`config.mk`:
```
export PLATFORM = sky130hd
export DESIGN_NAME = peripheral_module_disable
export DESIGN_NICKNAME = d
export VERILOG_FILES = /design/src/rtl/pmd_pkg.sv /design/src/rtl/peripheral_module_disable.sv /design/src/rtl/module_gate_cell.sv
export VERILOG_INCLUDE_DIRS = /design/src /design/src/rtl
export SDC_FILE = /design/constraint.sdc
export NUM_CORES = 1
export LEC_CHECK = 0
export CAP_MARGIN = 20
export CORE_ASPECT_RATIO = 0.9
export CORE_MARGIN = 4
export CORE_UTILIZATION = 30
export DETAILED_ROUTE_END_ITERATION = 7
export DONT_BUFFER_PORTS = 1
export PLACE_DENSITY = 0.5
export SLEW_MARGIN = 10
export SYNTH_ARGS = -nofsm -noshare
export SYNTH_HDL_FRONTEND = slang
export SYNTH_SLANG_ARGS = --single-unit
```
`constraint.sdc`:
```
create_clock -name clk_sys -period 3.1 [get_ports clk_sys]
set_input_delay 0.155 -clock clk_sys [delete_from_list [all_inputs] [get_ports clk_sys]]
set_output_delay 0.155 -clock clk_sys [all_outputs]
set_load 0.05 [all_outputs]
```
`src/rtl/pmd_defines.svh`:
```
// Register offsets, field positions, reset values and timing counts of the module disable block
`ifndef PMD_DEFINES_SVH
`define PMD_DEFINES_SVH

`define PMD_ADDR_W 12
`define PMD_NUM_REGS 5
`define PMD_NUM_BITS 40

`define PMD_OFS_CTRL0 12'h000
`define PMD_OFS_CTRL1 12'h004
`define PMD_OFS_CTRL2 12'h008
`define PMD_OFS_CTRL3 12'h00C
`define PMD_OFS_CTRL4 12'h010

`define PMD_RST_CTRL 8'h00

`define PMD_WMASK_CTRL0 8'hC7
`define PMD_WMASK_CTRL1 8'hFF
`define PMD_WMASK_CTRL2 8'h66
`define PMD_WMASK_CTRL3 8'hFF
`define PMD_WMASK_CTRL4 8'h26

// Positions in the flat disable vector: register index times eight plus bit
`define PMD_BIT_SYSCLK 7
`define PMD_BIT_VREF 6
`define PMD_BIT_NVM 2
`define PMD_BIT_CLKREF 1
`define PMD_BIT_PINCHG 0

`define PMD_CLK_PERIOD_NS 50
`define PMD_INSTR_CYCLE_NS 200
`define PMD_NVM_WAKE_NS 1000
`define PMD_INSTR_WAKE_CYC (`PMD_INSTR_CYCLE_NS / `PMD_CLK_PERIOD_NS)
`define PMD_NVM_WAKE_CYC (`PMD_NVM_WAKE_NS / `PMD_CLK_PERIOD_NS)

`endif

```
`src/rtl/pmd_pkg.sv`:
```
// Types shared by the module disable block
package pmd_pkg;
	typedef enum logic [1:0] {
		CELL_RUN = 2'b00,
		CELL_OFF = 2'b01,
		CELL_WAKE = 2'b10
	} cell_state_t;
	typedef logic [2:0] reg_idx_t;
	typedef logic [4:0] wake_cnt_t;
endpackage

```
`src/rtl/peripheral_module_disable.sv`:
```
// Peripheral module disable controller with APB register access
//
// Implementation choices: the register addresses and the APB slave port.
`timescale 1ns/100ps
`default_nettype none
`include "pmd_defines.svh"
module peripheral_module_disable (
	input wire logic clk_sys,
	input wire logic reset_n,
	input wire logic psel,
	input wire logic penable,
	input wire logic pwrite,
	input wire logic [11:0] paddr,
	input wire logic [31:0] pwdata,
	input wire logic [3:0] pstrb,
	output logic [31:0] prdata,
	output logic pready,
	output logic pslverr,
	output logic [39:0] modClkEn,
	output logic [39:0] modResetHold,
	output logic [39:0] modIsolate,
	output logic [39:0] modActive
);
	import pmd_pkg::*;

	logic [7:0] ctrl_ff [0:4];
	logic [7:0] nxt_ctrl [0:4];
	logic [31:0] prdata_ff;
	logic [31:0] nxt_prdata;
	logic pready_ff;
	logic nxt_pready;
	logic pslverr_ff;
	logic nxt_pslverr;
	reg_idx_t regIdx;
	logic regHit;
	logic [7:0] wrMask;
	logic [7:0] rdSel;
	logic setupPhase;
	logic wrAccess;
	logic [39:0] disableVec;

	assign setupPhase = psel && !penable;
	assign wrAccess = psel && penable && pready_ff && pwrite;

	always_comb begin
		regHit = 1'b0;
		regIdx = 3'h0;
		wrMask = 8'h00;
		case (paddr)
			`PMD_OFS_CTRL0: begin
				regHit = 1'b1;
				regIdx = 3'h0;
				wrMask = `PMD_WMASK_CTRL0;
			end
			`PMD_OFS_CTRL1: begin
				regHit = 1'b1;
				regIdx = 3'h1;
				wrMask = `PMD_WMASK_CTRL1;
			end
			`PMD_OFS_CTRL2: begin
				regHit = 1'b1;
				regIdx = 3'h2;
				wrMask = `PMD_WMASK_CTRL2;
			end
			`PMD_OFS_CTRL3: begin
				regHit = 1'b1;
				regIdx = 3'h3;
				wrMask = `PMD_WMASK_CTRL3;
			end
			`PMD_OFS_CTRL4: begin
				regHit = 1'b1;
				regIdx = 3'h4;
				wrMask = `PMD_WMASK_CTRL4;
			end
			default: begin
				regHit = 1'b0;
			end
		endcase
	end

	assign rdSel = regHit ? ctrl_ff[regIdx] : 8'h00;

	// Only byte lane 0 carries a register; upper lanes are ignored
	always_comb begin
		for (int i = 0; i < `PMD_NUM_REGS; i++) begin
			nxt_ctrl[i] = ctrl_ff[i];
			if (wrAccess && regHit && pstrb[0] && (regIdx == 3'(i))) begin
				nxt_ctrl[i] = pwdata[7:0] & wrMask;
			end
		end
	end

	always_ff @(posedge clk_sys or negedge reset_n) begin
		if (!reset_n) begin
			for (int i = 0; i < `PMD_NUM_REGS; i++) begin
				ctrl_ff[i] <= `PMD_RST_CTRL;
			end
		end else begin
			for (int i = 0; i < `PMD_NUM_REGS; i++) begin
				ctrl_ff[i] <= nxt_ctrl[i];
			end
		end
	end

	// Answer prepared in the setup cycle, so every access has no wait state
	always_comb begin
		nxt_pready = setupPhase;
		nxt_pslverr = setupPhase && !regHit;
		nxt_prdata = 32'h00000000;
		if (setupPhase && !pwrite) begin
			nxt_prdata = {24'h000000, rdSel};
		end
	end

	always_ff @(posedge clk_sys or negedge reset_n) begin
		if (!reset_n) begin
			pready_ff <= 1'b0;
			pslverr_ff <= 1'b0;
			prdata_ff <= 32'h00000000;
		end else begin
			pready_ff <= nxt_pready;
			pslverr_ff <= nxt_pslverr;
			prdata_ff <= nxt_prdata;
		end
	end

	assign prdata = prdata_ff;
	assign pready = pready_ff;
	assign pslverr = pslverr_ff;

	assign disableVec = {ctrl_ff[4], ctrl_ff[3], ctrl_ff[2], ctrl_ff[1], ctrl_ff[0]};

	// Bit 7 of control 0 drives the shared peripheral clock net gate
	// Bit 2 of control 0 isolates the memory controller and its pointer path
	for (genvar g = 0; g < `PMD_NUM_BITS; g++) begin : gen_cell
		// Memory wakes slower; software is told to wait, this covers it too
		localparam wake_cnt_t WAKE = (g == `PMD_BIT_NVM) ?
			5'(`PMD_NVM_WAKE_CYC) : 5'(`PMD_INSTR_WAKE_CYC);
		module_gate_cell #(
			.WAKE_CYC(WAKE)
		) u_cell (
			.clk_sys(clk_sys),
			.reset_n(reset_n),
			.modOff(disableVec[g]),
			.clkEn_ff(modClkEn[g]),
			.resetHold_ff(modResetHold[g]),
			.isolate_ff(modIsolate[g]),
			.active_ff(modActive[g])
		);
	end

	AST_RESET_CLEAR: assert property (@(posedge clk_sys) disable iff (!reset_n)
		$rose(reset_n) |-> (disableVec == 40'h0000000000) && (modActive == {40{1'b1}}))
		else $error("modules not all enabled after reset");

	AST_WRITE_MASK: assert property (@(posedge clk_sys) disable iff (!reset_n)
		(wrAccess && regHit && pstrb[0])
		|=> ctrl_ff[$past(regIdx)] == ($past(pwdata[7:0]) & $past(wrMask)))
		else $error("register write not stored through mask");

	AST_RSVD_ZERO: assert property (@(posedge clk_sys) disable iff (!reset_n)
		((ctrl_ff[0] & ~`PMD_WMASK_CTRL0) == 8'h00)
		&& ((ctrl_ff[2] & ~`PMD_WMASK_CTRL2) == 8'h00)
		&& ((ctrl_ff[4] & ~`PMD_WMASK_CTRL4) == 8'h00))
		else $error("unimplemented bit reads nonzero");

	AST_READBACK: assert property (@(posedge clk_sys) disable iff (!reset_n)
		(setupPhase && !pwrite && regHit) |=> pready_ff && (prdata_ff == {24'h000000, $past(rdSel)}))
		else $error("read data does not match register");

	AST_UNMAPPED: assert property (@(posedge clk_sys) disable iff (!reset_n)
		(setupPhase && !regHit) |=> pready_ff && pslverr_ff && (prdata_ff == 32'h00000000))
		else $error("unmapped access not answered with error");

	AST_SYSCLK_CUT: assert property (@(posedge clk_sys) disable iff (!reset_n)
		ctrl_ff[0][7] ##1 ctrl_ff[0][7] |-> !modClkEn[`PMD_BIT_SYSCLK])
		else $error("peripheral system clock not cut");

	AST_NVM_BLOCK: assert property (@(posedge clk_sys) disable iff (!reset_n)
		ctrl_ff[0][2] |=> modIsolate[`PMD_BIT_NVM] && modResetHold[`PMD_BIT_NVM])
		else $error("memory access not blocked while disabled");

	AST_GATE_LAG: assert property (@(posedge clk_sys) disable iff (!reset_n)
		$rose(ctrl_ff[1][0]) |-> modClkEn[8] ##1 !modClkEn[8])
		else $error("gate control not one registered stage behind");

	AST_TIMER_OFF: assert property (@(posedge clk_sys) disable iff (!reset_n)
		ctrl_ff[1][6] |=> modIsolate[14] && !modActive[14])
		else $error("timer not isolated while disabled");

	// Bus answer stands only in the cycle after a setup cycle
	AST_READY_AFTER_SETUP: assert property (@(posedge clk_sys) disable iff (!reset_n)
		pready_ff
		|-> $past(setupPhase))
		else $error("ready raised without a setup cycle");

	AST_ERR_WITH_READY: assert property (@(posedge clk_sys) disable iff (!reset_n)
		pslverr_ff
		|-> pready_ff)
		else $error("error flag raised outside an access cycle");

	AST_RDATA_IDLE: assert property (@(posedge clk_sys) disable iff (!reset_n)
		!pready_ff
		|-> prdata_ff == 32'h00000000)
		else $error("read data not zero outside an access cycle");

	AST_WRITE_NO_DATA: assert property (@(posedge clk_sys) disable iff (!reset_n)
		(setupPhase && pwrite)
		|=> prdata_ff == 32'h00000000)
		else $error("write access returned read data");

	AST_CTRL_QUIET: assert property (@(posedge clk_sys) disable iff (!reset_n)
		!(wrAccess && regHit && pstrb[0])
		|=> disableVec == $past(disableVec))
		else $error("control register changed without a write");

	AST_STRB_IGNORED: assert property (@(posedge clk_sys) disable iff (!reset_n)
		(wrAccess && !pstrb[0])
		|=> disableVec == $past(disableVec))
		else $error("write without lane strobe changed a register");

	AST_UNMAPPED_WRITE: assert property (@(posedge clk_sys) disable iff (!reset_n)
		(wrAccess && !regHit)
		|=> disableVec == $past(disableVec))
		else $error("unmapped write changed a register");

	AST_CTRL0_OFF: assert property (@(posedge clk_sys) disable iff (!reset_n)
		ctrl_ff[0] != 8'h00
		|=> (modIsolate[7:0] & $past(ctrl_ff[0])) == $past(ctrl_ff[0]))
		else $error("control 0 module not isolated");

	AST_CTRL1_OFF: assert property (@(posedge clk_sys) disable iff (!reset_n)
		ctrl_ff[1] != 8'h00
		|=> (modResetHold[15:8] & $past(ctrl_ff[1])) == $past(ctrl_ff[1]))
		else $error("control 1 module not held in reset");

	AST_CTRL2_OFF: assert property (@(posedge clk_sys) disable iff (!reset_n)
		ctrl_ff[2] != 8'h00
		|=> (modClkEn[23:16] & $past(ctrl_ff[2])) == 8'h00)
		else $error("control 2 module clock still running");

	AST_CTRL3_OFF: assert property (@(posedge clk_sys) disable iff (!reset_n)
		ctrl_ff[3] != 8'h00
		|=> (modIsolate[31:24] & $past(ctrl_ff[3])) == $past(ctrl_ff[3]))
		else $error("control 3 module not isolated");

	AST_CTRL4_OFF: assert property (@(posedge clk_sys) disable iff (!reset_n)
		ctrl_ff[4] != 8'h00
		|=> (modActive[39:32] & $past(ctrl_ff[4])) == 8'h00)
		else $error("control 4 module still active");

	// Positions with no module behind them must never leave the run state
	AST_RSVD_RUN: assert property (@(posedge clk_sys) disable iff (!reset_n)
		&(modActive | {`PMD_WMASK_CTRL4, `PMD_WMASK_CTRL3, `PMD_WMASK_CTRL2,
		`PMD_WMASK_CTRL1, `PMD_WMASK_CTRL0}))
		else $error("unimplemented position left run state");

	AST_RSVD_OPEN: assert property (@(posedge clk_sys) disable iff (!reset_n)
		(modIsolate & ~{`PMD_WMASK_CTRL4, `PMD_WMASK_CTRL3, `PMD_WMASK_CTRL2,
		`PMD_WMASK_CTRL1, `PMD_WMASK_CTRL0}) == 40'h0000000000)
		else $error("unimplemented position isolated");

	AST_SYSCLK_BACK: assert property (@(posedge clk_sys) disable iff (!reset_n)
		$fell(ctrl_ff[0][7])
		|=> modClkEn[`PMD_BIT_SYSCLK])
		else $error("peripheral system clock not restored");

	AST_TIMER0_EARLY: assert property (@(posedge clk_sys) disable iff (!reset_n)
		$fell(ctrl_ff[1][0])
		|-> ##4 !modActive[8])
		else $error("timer left reset before its wake interval");

	AST_TIMER0_WAKE: assert property (@(posedge clk_sys) disable iff (!reset_n)
		$fell(ctrl_ff[1][0]) ##1 (!ctrl_ff[1][0]) [*4]
		|=> modActive[8])
		else $error("timer not active one instruction after enable");

	AST_NVM_EARLY: assert property (@(posedge clk_sys) disable iff (!reset_n)
		$fell(ctrl_ff[0][2])
		|-> ##20 !modActive[`PMD_BIT_NVM])
		else $error("memory left reset before its wake interval");

	AST_NVM_WAKE: assert property (@(posedge clk_sys) disable iff (!reset_n)
		$fell(ctrl_ff[0][2]) ##1 (!ctrl_ff[0][2]) [*8] ##1 (!ctrl_ff[0][2]) [*8]
		##1 (!ctrl_ff[0][2]) [*4]
		|=> modActive[`PMD_BIT_NVM] && !modIsolate[`PMD_BIT_NVM])
		else $error("memory not active after its wake interval");

	AST_SERIAL_OFF: assert property (@(posedge clk_sys) disable iff (!reset_n)
		ctrl_ff[4][5]
		|=> modResetHold[37] && !modClkEn[37])
		else $error("async serial unit not stopped");

	AST_OSC_OFF: assert property (@(posedge clk_sys) disable iff (!reset_n)
		ctrl_ff[1][7]
		|=> modIsolate[15] && !modActive[15])
		else $error("oscillator not isolated while disabled");
endmodule // peripheral_module_disable
`default_nettype wire

```
`src/rtl/module_gate_cell.sv`:
```
// One peripheral's clock gate, reset hold and isolation sequencer
`timescale 1ns/100ps
`default_nettype none
module module_gate_cell #(
	parameter pmd_pkg::wake_cnt_t WAKE_CYC = 5'h04
) (
	input wire logic clk_sys,
	input wire logic reset_n,
	input wire logic modOff,
	output logic clkEn_ff,
	output logic resetHold_ff,
	output logic isolate_ff,
	output logic active_ff
);
	import pmd_pkg::*;

	cell_state_t state_ff, nxt_state;
	wake_cnt_t cnt_ff, nxt_cnt;
	logic nxt_clkEn, nxt_resetHold, nxt_isolate, nxt_active;

	always_comb begin
		nxt_state = state_ff;
		nxt_cnt = cnt_ff;
		case (state_ff)
			CELL_RUN: begin
				if (modOff) begin
					nxt_state = CELL_OFF;
				end
			end
			CELL_OFF: begin
				if (!modOff) begin
					nxt_state = CELL_WAKE;
					nxt_cnt = WAKE_CYC - 5'h01;
				end
			end
			CELL_WAKE: begin
				if (modOff) begin
					nxt_state = CELL_OFF;
				end else if (cnt_ff == 5'h00) begin
					nxt_state = CELL_RUN;
				end else begin
					nxt_cnt = cnt_ff - 5'h01;
				end
			end
			default: begin
				nxt_state = CELL_RUN;
			end
		endcase
		// Clock runs during wake so the held reset is taken by clocked logic
		nxt_clkEn = (nxt_state != CELL_OFF);
		nxt_resetHold = (nxt_state != CELL_RUN);
		nxt_isolate = (nxt_state != CELL_RUN);
		nxt_active = (nxt_state == CELL_RUN);
	end

	// Registered controls keep the gate enable free of decode glitches
	always_ff @(posedge clk_sys or negedge reset_n) begin
		if (!reset_n) begin
			state_ff <= CELL_RUN;
			cnt_ff <= 5'h00;
			clkEn_ff <= 1'b1;
			resetHold_ff <= 1'b0;
			isolate_ff <= 1'b0;
			active_ff <= 1'b1;
		end else begin
			state_ff <= nxt_state;
			cnt_ff <= nxt_cnt;
			clkEn_ff <= nxt_clkEn;
			resetHold_ff <= nxt_resetHold;
			isolate_ff <= nxt_isolate;
			active_ff <= nxt_active;
		end
	end

	AST_OFF_HOLDS: assert property (@(posedge clk_sys) disable iff (!reset_n)
		modOff |=> !clkEn_ff && resetHold_ff && isolate_ff && !active_ff)
		else $error("disabled module not stopped and held");

	AST_WAKE_IN_RESET: assert property (@(posedge clk_sys) disable iff (!reset_n)
		$fell(modOff) |=> clkEn_ff && resetHold_ff && !active_ff)
		else $error("re-enabled module not in reset with clock");

	AST_WAKE_BOUND: assert property (@(posedge clk_sys) disable iff (!reset_n)
		$fell(modOff) |-> ##[1:32] (active_ff || modOff))
		else $error("module did not become active in time");

	AST_ACTIVE_CLEAN: assert property (@(posedge clk_sys) disable iff (!reset_n)
		active_ff |-> clkEn_ff && !resetHold_ff && !isolate_ff)
		else $error("active module still isolated");
endmodule // module_gate_cell
`default_nettype wire

```
==> results_dict.tcl <==
set metrics [dict create \
    status "complete, but fails checks" \
    violations "hold timing" \
    area_growth_pct 8.74 \
    reg2regPathDepth 6 \
    maxCapViolCount 0 \
    setup_viol 0 \
    synthArstFlopShare_pct 100 \
    drive_gt1_share_pct 13.0 \
    crit_buf_inv 2 \
    r2r-end "ctrl_ff[24]$_DFFE_PN0P_" \
    synth-edff-count 0 \
    core_um2 68700 \
    ys.warnings.count 0 \
    cts_buffers 50 \
    syn_area_per_cell_um2 10.7 \
    routed_wl_um 41900 \
    grt_max_degree 451 \
    yosysMostFrequentCell "dfrtp_1" \
    dieArea_um2 73800 \
    postSynthCellCount 1951 \
    syn_area_um2 20800 \
    worstPathCellList "dlygate4sd3_1, or4_4, dlygate4sd3_1, nor4_2, o221ai_1, a2bb2o_2" \
    hpwlAfterDp_um 28500 \
    cts_setup_buffers 0 \
    cts_hold_buf 23 \
    seq_area_frac_synth_pct 54.5 \
    synth_commonest_cells "dfrtp_1, buf_4, nor2_1, inv_1, nand2_1" \
    critPathTopFamily "simple AND/OR/NAND/NOR gates" \
    vias 12600 \
    start_util_pct 30.4 \
    nets 1994 \
    use_met3_pct 4.00 \
    ys.flop_type "dfrtp_1" \
    wire_per_inst_um 14.8 \
    rows 91 \
    setup_tns_ns 0 \
    reg2reg_from "pready$_DFF_PN0_" \
    clock-root-buffer "clkbuf_16" \
    cts.path.max_buffers 3 \
    tightest_slew_ns 1.37 \
    cpMaxStageDelayCell "nor4_2" \
    die_y_um 258 \
    die_w_um 286 \
    post-synth-top-area-cell "dfrtp_1" \
    dr.pass1.iters 5 \
    hold_viol 428 \
    drc_errors 0 \
    synthTopCellsByArea "dfrtp_1, dfstp_2, buf_4" \
    worst_ep_required_time_ns 3.63 \
    port_buffers 0 \
    cellPowerDensity_nw_per_um2 538 \
    grt_pass1_vias 12500 \
    critPathMaxFanout 5 \
    power.total_uw 12200 \
    cts_resized 0 \
    synth_seq_cells 450 \
    grt.met2_usage_pct 16.8 \
    clock.fmax_mhz 387 \
    globalRouteTotalUtil_pct 11.2 \
    critPathCaptureType "flop" \
    grt_first_pass_wirelength_um 66900 \
    holdWs_ns -0.727 \
    reg2reg_slack_ns 0.90 \
    clock_skew_ns 0.0105 \
    place_congestion 0.802 \
    ir_drop_uv 340 \
    synth_top_area_share_pct 44.4 \
    p_leak_uw 0.0107 \
    cts_tree "done" \
    cts.sinks 450 \
    max_stage_delay_ns 0.69 \
    overflow 0 \
    cts_max_level 2 \
    cpMostUsedCell "dlygate4sd3_1" \
    drt_iter0_drc 622 \
    insertion_delay_ns 0.58 \
    finalCritPeriodShare_pct 83.4 \
    use_met1_pct 15.2 \
    antenna_found_initial 7 \
    rsz0062_at_grt "false" \
    ys_types 48 \
    period_minus_slack_ns 2.59 \
    ant_nets 0 \
    hp-class "in -> async" \
    crit_cells 6 \
    io-pin-count 247 \
    start_kind "primary input" \
    clk_pin_slew_ns 0.06 \
    grt-busiest-layer "met2" \
    critPathKind "in -> reg" \
    slew_headroom_pct 8.92 \
    routed_via_density 4.45 \
    drv_slew 0 \
    crit_arrival_ns 3.11 \
]
[sequential cells by signal, indices dropped and copies added (netlist names)]
name / cells
gen_cell.u_cell.active_ff: 40
pslverr: 1
gen_cell.u_cell.cnt_ff: 200
pready: 1
ctrl_ff: 40
gen_cell.u_cell.state_ff: 80
gen_cell.u_cell.clkEn_ff: 40
prdata: 8
gen_cell.u_cell.resetHold_ff: 40
[placed cells by master, fill, tap and decap left out, types with 81 or more instances in the layout]
cell     synthesis  routed
dfrtp_1        370     370
nor2_1         166     166
inv_1          162     162
nand2_1        125     125
xor2_1         120     120
nor3b_1         82      82
nand3_1         82      82
nor3_1          81      81
o21ai_0         81      81
[where the power goes]
part           internal [µW]  leakage, µW  switching (µW)
sequential              5880      0.00600            6.84
combinational           27.9      0.00391             101
clock                   3640     0.000825            2540
total                   9550       0.0107            2640
[how the worst max path moves through the flow]
stage                startpoint                       to  slack (ns)
2_1_floorplan  pready$_DFF_PN0_   ctrl_ff[1]$_DFFE_PN0P_        1.16
3_3_place_gp           paddr[9]   ctrl_ff[1]$_DFFE_PN0P_        1.01
3_5_place_dp           paddr[9]   ctrl_ff[2]$_DFFE_PN0P_        0.95
4_1_cts               paddr[11]  ctrl_ff[24]$_DFFE_PN0P_        0.59
5_1_grt               paddr[11]      prdata[7]$_DFF_PN0_        0.45
6_report              paddr[11]      prdata[5]$_DFF_PN0_        0.51
[worst register-to-register path: cells and delay by family (launching register included)]
kind          cells  cell delay, ns
buf+inv           2            0.76
flops             1            0.64
simple gates      3            0.50
mux               1            0.19
[per-layer routing]
layer,vias to the layer above,wire (µm)
li1,6148,-
met5,-,53
met1,6143,19400
met2,251,17700
met4,8,1250
met3,76,3490
[final cells by class]
| type | count | area [µm²] |
|---|---|---|
| multi-input combinational | 1171 | 7550 |
| antenna | 3 | 7.51 |
| sequential | 450 | 11400 |
| inverter | 162 | 608 |
| fill | 6867 | 46000 |
| clock inverter | 30 | 333 |
| timing repair buffer | 26 | 253 |
| tap | 930 | 1160 |
| clock buffer | 64 | 1400 |
[per-stage QoR]
step / std cells / util [%] / setup WS [ns] / cell area (µm²)
after floorplan: 1974 / - / 1.16 / 20900
after global placement: 2716 / 30.2 / 1.01 / 20700
after detailed placement: 2716 / 30.2 / 0.947 / 20700
after CTS: 2833 / 33.0 / 0.588 / 22700
after global routing: 2834 / 33.0 / 0.446 / 22700
final: 2836 / 33.0 / 0.514 / 22700
[logic make-up (layout without fill, tap and decap cells)]
kind of cell	Yosys count	count (layout)	share of synthesized area (%)
buf+inv	353	282	9.72
other cells	1	27	0.0180
flops	450	450	54.5
mux	32	32	1.88
fa+ha+maj	80	80	4.80
compound gates	140	140	3.65
xor+xnor	120	120	5.04
simple gates	775	775	20.4
(Power assumes the default switching activity.)
